<file path="src/include/hppc_pkg.sv">
// Shared constants and types for the haptic playback power controller.
// Assumes a 50 MHz core clock and a classic Wishbone register port.
package hppc_pkg;

   // Core clock and documented times, each in its own unit
   localparam int CLK_HZ = 50_000_000;
   localparam int STARTUP_US = 2000;
   localparam int SAMPLE_HZ = 8000;
   localparam int TIMEOUT_STEP_MS = 5;

   // Cycle counts derived from the times
   localparam int STARTUP_CYC = CLK_HZ / 1_000_000 * STARTUP_US;
   localparam int SAMPLE_CYC = CLK_HZ / SAMPLE_HZ;
   localparam int TIMEOUT_STEP_CYC = CLK_HZ / 1000 * TIMEOUT_STEP_MS;

   localparam int QUEUE_DEPTH = 100;
   localparam int SAMPLE_W = 8;
   localparam int TMR_W = 21;
   localparam int ADR_W = 8;

   // Register indices; byte address is four times the index
   localparam logic [5:0] IDX_STATUS = 6'h00;
   localparam logic [5:0] IDX_CTRL = 6'h01;
   localparam logic [5:0] IDX_INT_STAT = 6'h03;
   localparam logic [5:0] IDX_INT_CLR = 6'h04;
   localparam logic [5:0] IDX_INT_EN = 6'h05;
   localparam logic [5:0] IDX_QUEUE = 6'h0b;

   // Control register layout
   localparam int CTRL_W = 10;
   localparam int CTRL_STANDBY = 0;
   localparam int CTRL_FORCE = 1;
   localparam int CTRL_SRST = 2;
   localparam int CTRL_GAIN = 3;
   localparam int CTRL_TMO = 5;
   localparam int CTRL_MODE = 7;
   localparam int CTRL_PLAY = 9;
   localparam logic [CTRL_W-1:0] CTRL_RST = 10'h001;

   // Status register layout
   localparam int STAT_STATE = 0;
   localparam int STAT_EMPTY = 3;
   localparam int STAT_FULL = 4;
   localparam int STAT_STAGES = 5;
   localparam int STAT_CODE = 8;
   localparam int STAT_COUNT = 16;

   // Interrupt bit layout
   localparam int IRQ_W = 5;
   localparam int IRQ_WAKE = 0;
   localparam int IRQ_IDLE = 1;
   localparam int IRQ_RAMP = 2;
   localparam int IRQ_FULL = 3;
   localparam int IRQ_DROP = 4;

   localparam logic [SAMPLE_W-1:0] MID_CODE = 8'h00;
   localparam logic [3:0] FRAME_LAST = 4'h7;

   typedef enum logic [1:0] {
      MODE_QUEUE = 2'h0,
      MODE_RAM = 2'h1,
      MODE_SYNTH = 2'h2,
      MODE_ANALOG = 2'h3
   } hppc_mode_e;

   // Full-scale peak volts and analog gain (tenths of dB) per gain code
   typedef enum logic [1:0] {
      GAIN_25V = 2'h0,
      GAIN_50V = 2'h1,
      GAIN_75V = 2'h2,
      GAIN_100V = 2'h3
   } hppc_gain_e;
   localparam int GAIN_PEAK_V [4] = '{25, 50, 75, 100};
   localparam int GAIN_ANALOG_DB10 [4] = '{288, 348, 384, 407};

   // Gray coded along standby, idle, wake, play, timeout, ramp
   typedef enum logic [2:0] {
      ST_STANDBY = 3'h0,
      ST_IDLE = 3'h1,
      ST_WAKE = 3'h3,
      ST_PLAY = 3'h2,
      ST_TIMEOUT = 3'h6,
      ST_RAMP = 3'h7
   } hppc_state_e;

   // Serial converter link outputs
   typedef struct packed {
      logic sync_n;
      logic sdo;
   } hppc_dac_s;

endpackage

</file>
<file path="src/rtl/hppc_queue.sv">
// Sample queue for the playback controller, first in first out.
// Assumes same-clock push and pop; clr empties it at once.
module hppc_queue #(
   parameter int W = 8,
   parameter int D = 100
) (
   input wire logic clk, // Core clock
   input wire logic rst, // Async reset, high
   input wire logic ce, // Clock enable
   input wire logic clr, // Flush all entries
   input wire logic push_valid, // Write request
   output logic push_ready, // Room for a write
   input wire logic [W-1:0] push_data, // Write data
   output logic pop_valid, // Entry available
   input wire logic pop_ready, // Take head entry
   output logic [W-1:0] pop_data, // Head entry
   output logic [$clog2(D+1)-1:0] count // Entries held
);
   localparam int PW = $clog2(D);
   localparam int CW = $clog2(D+1);
   localparam logic [PW-1:0] LAST = PW'(D - 1);
   localparam logic [CW-1:0] FULLC = CW'(D);

   typedef struct packed {
      logic [D-1:0][W-1:0] mem;
      logic [PW-1:0] wp;
      logic [PW-1:0] rp;
      logic [CW-1:0] cnt;
   } hppc_q_s;

   hppc_q_s s;
   hppc_q_s next_s;
   logic do_push;
   logic do_pop;

   always_comb begin
      next_s = s;
      push_ready = s.cnt != FULLC;
      pop_valid = s.cnt != '0;
      pop_data = s.mem[s.rp];
      count = s.cnt;
      do_push = push_valid && push_ready;
      do_pop = pop_ready && pop_valid;
      if (do_push) begin
         next_s.mem[s.wp] = push_data;
         next_s.wp = (s.wp == LAST) ? '0 : s.wp + 1'b1;
      end
      if (do_pop) begin
         next_s.rp = (s.rp == LAST) ? '0 : s.rp + 1'b1;
      end
      if (do_push && !do_pop) begin
         next_s.cnt = s.cnt + 1'b1;
      end else if (do_pop && !do_push) begin
         next_s.cnt = s.cnt - 1'b1;
      end
      if (clr) begin
         next_s.wp = '0;
         next_s.rp = '0;
         next_s.cnt = '0;
      end
   end

   always_ff @(posedge clk or posedge rst) begin
      if (rst) begin
         s <= '0;
      end else if (ce) begin
         s <= next_s;
      end
   end
endmodule

</file>
<file path="src/rtl/hppc_top.sv">
// Power sequencing and playback control of a piezo haptic driver.
// Assumes a Wishbone classic master on core_clk and an external serial
// converter whose clock dac_sclk is asynchronous to core_clk.
//
// Summary of operation
// - Queue write wakes stages, plays after 2 ms
// - Queue empty starts shutdown without host command
// - Nonzero converter ramps to mid-scale after timeout
// - Queue writes during ramp-down are dropped
// - Standby bit falling makes device ready
// - Logic drives boost and amplifier enables itself
// - Data or play bit wakes; output after wake
// - Force-on starts wake, holds stages enabled
// - Standby bit rising enters lowest-power standby
// - Standby high ignores all playback requests
// - Soft reset aborts, restores defaults, enters standby
// - Two-bit gain selects 25 to 100 V
// - Queue write not acknowledged while queue full
// - Selectable 5 to 20 ms timeout, then idle
// - Signed samples played at 8 kHz
module hppc_top #(
   parameter int STARTUP_CYC = hppc_pkg::STARTUP_CYC,
   parameter int SAMPLE_CYC = hppc_pkg::SAMPLE_CYC,
   parameter int TIMEOUT_STEP_CYC = hppc_pkg::TIMEOUT_STEP_CYC,
   parameter int QUEUE_DEPTH = hppc_pkg::QUEUE_DEPTH
) (
   input wire logic core_clk, // Core clock
   input wire logic rst, // Async reset, high
   input wire logic ce, // Clock enable
   input wire logic wb_cyc_i, // Bus cycle
   input wire logic wb_stb_i, // Strobe
   input wire logic wb_we_i, // Write
   input wire logic [hppc_pkg::ADR_W-1:0] wb_adr_i, // Byte address
   input wire logic [3:0] wb_sel_i, // Byte lanes
   input wire logic [31:0] wb_dat_i, // Write data
   output logic [31:0] wb_dat_o, // Read data
   output logic wb_ack_o, // Acknowledge
   input wire logic dac_sclk, // Converter link clock
   output hppc_pkg::hppc_dac_s dac, // Converter link frame and data
   output logic [hppc_pkg::SAMPLE_W-1:0] conv_code, // Converter code
   output logic boost_en, // Boost converter enable
   output logic amp_en, // Amplifier enable
   output logic [1:0] gain_sel, // Gain code
   output logic irq // Interrupt, level
);
   localparam int SW = hppc_pkg::SAMPLE_W;
   localparam int TW = hppc_pkg::TMR_W;
   localparam int CW = $clog2(QUEUE_DEPTH+1);
   localparam logic [TW-1:0] STARTUP_LAST = TW'(STARTUP_CYC - 1);
   localparam logic [TW-1:0] SAMPLE_LAST = TW'(SAMPLE_CYC - 1);

   typedef struct packed {
      hppc_pkg::hppc_state_e st;
      logic [hppc_pkg::CTRL_W-1:0] ctrl;
      logic [TW-1:0] tmr;
      logic [TW-1:0] tick;
      logic [SW-1:0] code;
      logic en;
      logic [hppc_pkg::IRQ_W-1:0] ists;
      logic [hppc_pkg::IRQ_W-1:0] ien;
      logic ack;
      logic [31:0] rdat;
      logic irq;
      logic [2:0] sclk_s;
      logic [SW-1:0] sh;
      logic [3:0] nbit;
      logic pend;
      logic sync_n;
      logic sdo;
   } hppc_top_s;

   localparam hppc_top_s RST_S = '{
      st: hppc_pkg::ST_STANDBY,
      ctrl: hppc_pkg::CTRL_RST,
      sync_n: 1'b1,
      default: '0
   };

   hppc_top_s s;
   hppc_top_s next_s;

   logic q_clr;
   logic q_push;
   logic q_ready;
   logic q_valid;
   logic q_pop;
   logic [SW-1:0] q_data;
   logic [CW-1:0] q_count;

   logic req;
   logic wr;
   logic [5:0] idx;
   logic [31:0] mask;
   logic [31:0] wdat;
   logic qwr;
   logic drop;
   logic srst;
   logic standby;
   logic force_on;
   logic play_req;
   logic tick_hit;
   logic sclk_fall;
   logic [TW-1:0] tmo_last;
   logic [hppc_pkg::IRQ_W-1:0] evt;
   logic [hppc_pkg::IRQ_W-1:0] clr;

   hppc_queue #(
      .W(SW),
      .D(QUEUE_DEPTH)
   ) u_queue (
      .clk(core_clk),
      .rst(rst),
      .ce(ce),
      .clr(q_clr),
      .push_valid(q_push),
      .push_ready(q_ready),
      .push_data(wb_dat_i[SW-1:0]),
      .pop_valid(q_valid),
      .pop_ready(q_pop),
      .pop_data(q_data),
      .count(q_count)
   );

   always_comb begin
      next_s = s;
      next_s.ack = 1'b0;
      evt = '0;
      clr = '0;
      q_pop = 1'b0;
      next_s.sclk_s = {s.sclk_s[1:0], dac_sclk};
      sclk_fall = s.sclk_s[2] && !s.sclk_s[1];

      // Bus decode
      req = wb_cyc_i && wb_stb_i && !s.ack;
      wr = req && wb_we_i;
      idx = wb_adr_i[hppc_pkg::ADR_W-1:2];
      mask = {{8{wb_sel_i[3]}}, {8{wb_sel_i[2]}},
              {8{wb_sel_i[1]}}, {8{wb_sel_i[0]}}};
      wdat = wb_dat_i & mask;
      standby = s.ctrl[hppc_pkg::CTRL_STANDBY];
      force_on = s.ctrl[hppc_pkg::CTRL_FORCE] && !standby;
      play_req = s.ctrl[hppc_pkg::CTRL_PLAY] && !standby;
      qwr = wr && idx == hppc_pkg::IDX_QUEUE && wb_sel_i[0];
      drop = qwr && (s.st == hppc_pkg::ST_RAMP
         || s.st == hppc_pkg::ST_STANDBY || standby);
      srst = wr && idx == hppc_pkg::IDX_CTRL && wb_sel_i[0]
         && wb_dat_i[hppc_pkg::CTRL_SRST];
      q_push = qwr && !drop;
      q_clr = standby || srst;
      evt[hppc_pkg::IRQ_DROP] = drop;
      evt[hppc_pkg::IRQ_FULL] = qwr && !drop && !q_ready;
      // Holding ack off is the refusal; the master retries the same byte
      if (req && !(qwr && !drop && !q_ready)) begin
         next_s.ack = 1'b1;
      end

      // Register reads; unmapped addresses read zero and still ack
      next_s.rdat = '0;
      if (req && !wb_we_i) begin
         unique case (idx)
            hppc_pkg::IDX_STATUS: begin
               next_s.rdat[hppc_pkg::STAT_STATE +: 3] = s.st;
               next_s.rdat[hppc_pkg::STAT_EMPTY] = !q_valid;
               next_s.rdat[hppc_pkg::STAT_FULL] = !q_ready;
               next_s.rdat[hppc_pkg::STAT_STAGES] = s.en;
               next_s.rdat[hppc_pkg::STAT_CODE +: SW] = s.code;
               next_s.rdat[hppc_pkg::STAT_COUNT +: CW] = q_count;
            end
            hppc_pkg::IDX_CTRL: begin
               next_s.rdat[hppc_pkg::CTRL_W-1:0] = s.ctrl;
            end
            hppc_pkg::IDX_INT_STAT: begin
               next_s.rdat[hppc_pkg::IRQ_W-1:0] = s.ists;
            end
            hppc_pkg::IDX_INT_EN: begin
               next_s.rdat[hppc_pkg::IRQ_W-1:0] = s.ien;
            end
            default: begin
               next_s.rdat = '0;
            end
         endcase
      end

      // Register writes
      if (wr && idx == hppc_pkg::IDX_CTRL) begin
         next_s.ctrl = (s.ctrl & ~mask[hppc_pkg::CTRL_W-1:0])
            | wdat[hppc_pkg::CTRL_W-1:0];
         next_s.ctrl[hppc_pkg::CTRL_SRST] = 1'b0;
      end
      if (wr && idx == hppc_pkg::IDX_INT_EN) begin
         next_s.ien = (s.ien & ~mask[hppc_pkg::IRQ_W-1:0])
            | wdat[hppc_pkg::IRQ_W-1:0];
      end
      if (wr && idx == hppc_pkg::IDX_INT_CLR) begin
         clr = wdat[hppc_pkg::IRQ_W-1:0];
      end

      // Sample clock runs free so the 8 kHz grid never drifts
      tick_hit = s.tick == SAMPLE_LAST;
      next_s.tick = tick_hit ? '0 : s.tick + 1'b1;
      tmo_last = TW'((int'(s.ctrl[hppc_pkg::CTRL_TMO +: 2]) + 1)
         * TIMEOUT_STEP_CYC - 1);

      unique case (s.st)
         hppc_pkg::ST_STANDBY: begin
            next_s.code = hppc_pkg::MID_CODE;
            if (!standby) begin
               next_s.st = hppc_pkg::ST_IDLE;
            end
         end
         hppc_pkg::ST_IDLE: begin
            if (force_on || q_valid || play_req) begin
               next_s.st = hppc_pkg::ST_WAKE;
               next_s.tmr = '0;
               next_s.ctrl[hppc_pkg::CTRL_PLAY] = 1'b0;
            end
         end
         hppc_pkg::ST_WAKE: begin
            // Converter held at mid-scale, queue keeps filling
            next_s.code = hppc_pkg::MID_CODE;
            next_s.tmr = s.tmr + 1'b1;
            if (s.tmr == STARTUP_LAST) begin
               next_s.st = hppc_pkg::ST_PLAY;
               evt[hppc_pkg::IRQ_WAKE] = 1'b1;
            end
         end
         hppc_pkg::ST_PLAY: begin
            next_s.ctrl[hppc_pkg::CTRL_PLAY] = 1'b0;
            if (tick_hit) begin
               if (q_valid) begin
                  q_pop = 1'b1;
                  next_s.code = q_data;
               end else begin
                  next_s.st = hppc_pkg::ST_TIMEOUT;
                  next_s.tmr = '0;
               end
            end
         end
         hppc_pkg::ST_TIMEOUT: begin
            next_s.tmr = s.tmr + 1'b1;
            if (q_valid || play_req) begin
               next_s.st = hppc_pkg::ST_PLAY;
               next_s.ctrl[hppc_pkg::CTRL_PLAY] = 1'b0;
            end else if (force_on) begin
               // Stages stay up under force-on, so no timeout runs
               next_s.tmr = '0;
            end else if (s.tmr == tmo_last) begin
               if (s.code != hppc_pkg::MID_CODE) begin
                  next_s.st = hppc_pkg::ST_RAMP;
                  evt[hppc_pkg::IRQ_RAMP] = 1'b1;
               end else begin
                  next_s.st = hppc_pkg::ST_IDLE;
                  evt[hppc_pkg::IRQ_IDLE] = 1'b1;
               end
            end
         end
         hppc_pkg::ST_RAMP: begin
            // One code step per sample keeps the slew gentle
            if (s.code == hppc_pkg::MID_CODE) begin
               next_s.st = hppc_pkg::ST_IDLE;
               evt[hppc_pkg::IRQ_IDLE] = 1'b1;
            end else if (tick_hit) begin
               next_s.code = s.code[SW-1] ? s.code + 1'b1
                  : s.code - 1'b1;
            end
         end
         default: begin
            next_s.st = hppc_pkg::ST_STANDBY;
         end
      endcase

      if (standby) begin
         next_s.st = hppc_pkg::ST_STANDBY;
         next_s.ctrl[hppc_pkg::CTRL_PLAY] = 1'b0;
      end

      // Stage enables follow the state, or force-on outside standby
      next_s.en = (next_s.st != hppc_pkg::ST_STANDBY
         && next_s.st != hppc_pkg::ST_IDLE)
         || (force_on && !next_s.ctrl[hppc_pkg::CTRL_STANDBY]);

      // Converter link: data changes on the falling edge of dac_sclk
      if (sclk_fall) begin
         if (s.nbit != '0) begin
            next_s.sdo = s.sh[SW-1];
            next_s.sh = {s.sh[SW-2:0], 1'b0};
            next_s.nbit = s.nbit - 1'b1;
         end else if (!s.sync_n) begin
            next_s.sync_n = 1'b1;
         end else if (s.pend) begin
            next_s.sync_n = 1'b0;
            next_s.sdo = s.code[SW-1];
            next_s.sh = {s.code[SW-2:0], 1'b0};
            next_s.nbit = hppc_pkg::FRAME_LAST;
            next_s.pend = 1'b0;
         end
      end
      if (next_s.code != s.code) begin
         next_s.pend = 1'b1;
      end

      // Set wins over a clear in the same cycle
      next_s.ists = (s.ists & ~clr) | evt;

      if (srst) begin
         next_s = RST_S;
         next_s.sclk_s = {s.sclk_s[1:0], dac_sclk};
         next_s.ack = 1'b1;
      end
      next_s.irq = |(next_s.ists & next_s.ien);
   end

   always_ff @(posedge core_clk or posedge rst) begin
      if (rst) begin
         s <= RST_S;
      end else if (ce) begin
         s <= next_s;
      end
   end

   assign wb_dat_o = s.rdat;
   assign wb_ack_o = s.ack;
   assign dac.sync_n = s.sync_n;
   assign dac.sdo = s.sdo;
   assign conv_code = s.code;
   assign boost_en = s.en;
   assign amp_en = s.en;
   assign gain_sel = s.ctrl[hppc_pkg::CTRL_GAIN +: 2];
   assign irq = s.irq;
endmodule

</file>
<file path="config.mk">
export PLATFORM = sky130hd
export DESIGN_NAME = hppc_top
export DESIGN_NICKNAME = d
export VERILOG_FILES = /design/src/include/hppc_pkg.sv /design/src/rtl/hppc_queue.sv /design/src/rtl/hppc_top.sv
export SDC_FILE = /design/constraint.sdc
export NUM_CORES = 2
export LEC_CHECK = 0
export ABC_AREA = 1
export BUFFER_PORTS_ARGS = -buffer_cell sky130_fd_sc_hd__clkbuf_2
export CAP_MARGIN = 25
export CORE_ASPECT_RATIO = 1.5
export CORE_MARGIN = 2
export CORE_UTILIZATION = 40
export CTS_BUF_LIST = sky130_fd_sc_hd__clkbuf_4
export DETAILED_ROUTE_END_ITERATION = 10
export MAX_ROUTING_LAYER = met4
export SKIP_CTS_REPAIR_TIMING = 1
export SLEW_MARGIN = 30
export SYNTH_ARGS = -nofsm -noshare
export SYNTH_HDL_FRONTEND = slang
export SYNTH_SLANG_ARGS = --single-unit
export TNS_END_PERCENT = 10
</file>
<file path="constraint.sdc">
create_clock -name core_clk -period 31.3 [get_ports core_clk]
set_input_delay 6.26 -clock core_clk [delete_from_list [all_inputs] [get_ports core_clk]]
set_output_delay 6.26 -clock core_clk [all_outputs]
set_load 0.1 [all_outputs]
</file>
==> run_results.csv <==
group,metric,value,unit
setup_path,timing.critical_path.from_type,"input pin",
routing,routed_wl,137,mm
synthesis,yosys_register_bits,936,
die,ioPinCount,99,
routing,avgViaCountPerCell,5.21,
sta,final_max_slew_viol_count,0,
clock_tree,cts_tree,"yes",
clock_tree,clkSinkCount,936,
sta,slew_headroom,31.2,%
synthesis,post_synth_and_or_nand_nor_area_fraction,26.0,%
sta,setup_ws,22.36,ns
place,detailed_place_hpwl,82.3,mm
synthesis,synth_xor_xnor_area_share,0.511,%
setup_path,worst_path_max_delay_cell,"sky130_fd_sc_hd__buf_4",
setup_path,wp_buf_inv,5,
die,design.die.area,118000,µm²
synthesis,post_synthesis_area_per_instance,7.63,µm²
cells_and_area,post_route_cells_drive_above_1_share,8.56,%
pwr,power_dens_cells,48.8,nW/µm²
flow_run,max-cap-violations,0,
routing,routed-via-count,40100,
status,result_of_the_run,"complete, no violations",
setup_path,end_kind,"flip-flop",
grt,grt_pass1_wl,217,mm
sta,maxClockFrequency,0.112,GHz
setup_path,worstPathCellList,"clkbuf_2 > buf_4 > clkinv_1 > nor3_2 > buf_4 > buf_4 > nand4_2 > o21ai_0",
die,core_region_area,115000,µm²
die,die_y,421,µm
synthesis,synth.lib_cells_used.distinct,59,
setup_path,worst-setup-path-type,"input pin to flip-flop",
routing,route.antenna.remaining_nets,0,
sta,rsz0062_at_grt,"no",
synthesis,synth_compound_area_share,14.8,%
routing,drt_first_iter_violations,3271,
sta,final_period_minus_worst_setup_slack,8.94,ns
grt,antenna_found_initial,3,
clock_tree,numCtsBuffers,220,
grt,first_global_vias,38600,
synthesis,yosys-mux-area-fraction,0,%
cells_and_area,final_nets,6056,
place,minimum_setup_slack_after_placement,21.01,ns
synthesis,adder_cell_area_share_of_the_yosys_netlist,0.887,%
sta,tightestPinTransition,1.03,ns
die,floorplan.initialDensity,40.3,%
sta,setup_total_negative_slack,0,ns
cells_and_area,layout.core_utilization,43.5,%
synthesis,synth_seq_area_share,50.6,%
clock_tree,max-clock-path-buffers,3,
die,std_cell_rows,152,
cells_and_area,flow.area_growth_from_synthesis,7.83,%
clock_tree,cts_root_buffer,"sky130_fd_sc_hd__clkbuf_4",
clock_tree,clk-insertion-delay-late,1.21,ns
synthesis,syn-instance-count,6066,
sta,fin_skew,0.0791,ns
place,placer_congestion_estimate,0.957,
synthesis,mappedNetlistArea,46300,µm²
pwr,p_leak,23.1,nW
setup_path,critical_path.max_stage_delay,0.74,ns
grt,globalRouteOverflowTotal,0,
setup_path,maximum_fanout_count_along_the_critical_path,67,
sta,timing.final.hold_violations,0,
setup_path,timing.critical_path.arrival,9.99,ns
synthesis,yosys_warnings,0,
setup_path,timing.critical_path.max_delay_family,"buffers and inverters",
sta,fin_hold_ws,0.480,ns
die,die_width,282,µm
pwr,power.ir.vdd_worst,0.0000291,V
pwr,power.total,2.44,mW
place,numPortBuffers,63,
clock_tree,cts.htree.levels,4,
grt,grt_use_total,24.0,%
grt,largest_net_degree_at_the_start_of_global_routing,204,
routing,route.detailed.wl_per_inst,17.8,µm
sta,final_count_of_negative_setup_slack_endpoints,0,
clock_tree,clk_pin_slew_worst_paths,0.07,ns
setup_path,worst_ep_required_time,32.36,ns
setup_path,crit_path_frequent_cell,"sky130_fd_sc_hd__buf_4",
sta,finalCritPeriodShare,28.6,%
routing,drt_first_pass_iters,6,
routing,drc,0,
synthesis,synth_top_family_by_area,"simple AND/OR/NAND/NOR gates",
worst_hold_path,holdCritPathClass,"flip-flop to flip-flop",
==> layout make-up <==
| class | count | area [µm²] |
|---|---|---|
| clock buffers | 318 | 2390 |
| clock inverters | 66 | 349 |
| well taps | 1540 | 1930 |
| diodes | 9 | 22.5 |
| repair buffers | 118 | 860 |
| inverters | 346 | 1340 |
| fillers | 11800 | 64800 |
| flip-flops and latches | 936 | 23400 |
| multi-input cells | 4352 | 19600 |
==> worst reg2reg max path, delay by kind of cell, from the launching register on <==
kind	cells	cell delay, ns
AO/OA/AOI/OAI	1	0.08
buffers and inverters	4	2.25
flip-flops	1	0.53
AND/OR/NAND/NOR	18	2.09
==> through the flow <==
step,instance area [µm²],std cells
after floorplan,46300,6074
after global placement,47000,7289
after detailed placement,47100,7290
after CTS,49800,7674
after global routing,49900,7685
final,49900,7685
==> power by group <==
part	switching (mW)	total, mW	leakage (nW)	internal (mW)
Clock	0.503	0.991	1.62	0.488
Combinational	0.156	0.204	8.50	0.0473
Sequential	0.0160	1.24	13.0	1.23
Total	0.676	2.44	23.1	1.76
==> state kept, by name, indices dropped and copies added, names as in the netlist <==
signal and count:
u_queue.count 7, irq 1, wb_dat_o 23, s 77
u_queue.s 814, gain_sel 2, wb_ack_o 1, conv_code 8
dac 2, amp_en 1
==> cells in the final DEF, fill, tap and decap left out, types with 9 or more instances in the layout <==
| cell | synthesis | layout |
|---|---|---|
| sky130_fd_sc_hd__nand2_1 | 1949 | 1947 |
| sky130_fd_sc_hd__dfrtp_1 | 934 | 930 |
| sky130_fd_sc_hd__nor3_1 | 29 | 28 |
| sky130_fd_sc_hd__xor2_1 | 18 | 18 |
| sky130_fd_sc_hd__a21oi_1 | 87 | 87 |
| sky130_fd_sc_hd__inv_1 | 320 | 316 |
| sky130_fd_sc_hd__xnor2_1 | 9 | 9 |
| sky130_fd_sc_hd__o21ai_1 | 46 | 46 |
| sky130_fd_sc_hd__nand3_1 | 368 | 368 |
| sky130_fd_sc_hd__inv_2 | 10 | 13 |
| sky130_fd_sc_hd__buf_6 | 2 | 9 |
| sky130_fd_sc_hd__inv_4 | 2 | 10 |
| sky130_fd_sc_hd__nor4_1 | 14 | 14 |
| sky130_fd_sc_hd__ha_1 | 28 | 28 |
| sky130_fd_sc_hd__conb_1 | 1 | 9 |
| sky130_fd_sc_hd__nand4_1 | 16 | 16 |
| sky130_fd_sc_hd__a221oi_1 | 9 | 9 |
| sky130_fd_sc_hd__clkinv_1 | 14 | 57 |
| sky130_fd_sc_hd__nand4_2 | 14 | 14 |
| sky130_fd_sc_hd__o21ai_0 | 1051 | 1050 |
| sky130_fd_sc_hd__buf_4 | 61 | 40 |
| sky130_fd_sc_hd__o22ai_1 | 36 | 36 |
| sky130_fd_sc_hd__nor2_1 | 555 | 554 |
| sky130_fd_sc_hd__clkbuf_2 | 0 | 63 |
| sky130_fd_sc_hd__diode_2 | 0 | 9 |
| sky130_fd_sc_hd__a22oi_1 | 9 | 9 |
| sky130_fd_sc_hd__a31oi_1 | 9 | 9 |
| sky130_fd_sc_hd__o211ai_1 | 31 | 31 |
| sky130_fd_sc_hd__clkbuf_4 | 0 | 318 |
==> logic make-up after synthesis <==
| family | Yosys count |
|---|---|
| buffers and inverters | 786 |
| adders and majority gates | 31 |
| and+or+nand+nor | 2978 |
| other | 1 |
| DFF | 936 |
| xor gates and xnor gates | 27 |
| AOI/OAI and AO/OA | 1307 |
==> per-layer routing <==
layer	wire length, µm	up-vias	global-route usage [%]
met1	57000	19100	28.4
met5	0	-	-
met4	6120	0	11.2
li1	-	19500	-
met3	6370	320	3.71
met2	67000	1124	40.2
==> Yosys cell counts (all sizes together) <==
| cell | n | share of area [%] |
|---|---|---|
| o21a | 1 | 0.016 |
| o32ai | 2 | 0.038 |
| dfstp | 2 | 0.11 |
| a21boi | 1 | 0.016 |
| nand3b | 1 | 0.043 |
| o31ai | 8 | 0.13 |
| xnor2 | 9 | 0.17 |
| buf | 183 | 2.3 |
| o311ai | 1 | 0.019 |
| a22oi | 9 | 0.15 |
| nand2 | 1952 | 16 |
| nor2 | 565 | 4.7 |
| a21o | 4 | 0.065 |
| nor4 | 15 | 0.22 |
| o221ai | 2 | 0.038 |
| a31oi | 9 | 0.12 |
| nand3 | 368 | 4.0 |
| nor3b | 3 | 0.049 |
| and3 | 2 | 0.027 |
| clkinv | 14 | 0.11 |
| a2bb2oi | 1 | 0.019 |
| o22ai | 36 | 0.49 |
| o211ai | 31 | 0.50 |
| dfrtp | 934 | 51 |
| and2 | 1 | 0.014 |
| conb | 1 | 0.0081 |
| o2bb2ai | 1 | 0.019 |
| xor2 | 18 | 0.34 |
| fa | 3 | 0.13 |
| o21ai | 1097 | 12 |
| nand4 | 30 | 0.59 |
| a221oi | 9 | 0.17 |
| or2 | 8 | 0.11 |
| ha | 28 | 0.76 |
| inv | 332 | 2.7 |
| clkbuf | 257 | 2.1 |
| a32o | 1 | 0.022 |
| a211oi | 3 | 0.049 |
| o2111ai | 3 | 0.057 |
| a21oi | 88 | 0.98 |
| or4 | 2 | 0.032 |
| nor3 | 31 | 0.37 |
==> final timing paths <==
check / from / to / slack (ns) / cells past startpoint
worst max-delay path: ce / u_queue.s[212]$_DFFE_PP0P_ / 22.36 / 8
worst min-delay path: u_queue.s[225]$_DFFE_PP0P_ / u_queue.s[225]$_DFFE_PP0P_ / 0.48 / 2
worst max register to register: u_queue.s[7]$_DFFE_PP0P_ / s[2]$_DFFE_PP0P_ / 26.23 / 23
worst min register to register: u_queue.s[225]$_DFFE_PP0P_ / u_queue.s[225]$_DFFE_PP0P_ / 0.48 / 2
max in group asynchronous: rst / u_queue.s[225]$_DFFE_PP0P_ / 22.87 / 7
min in group asynchronous: rst / u_queue.s[753]$_DFFE_PP0P_ / 5.10 / 2
Note: power is estimated with default switching activity, not from simulation.
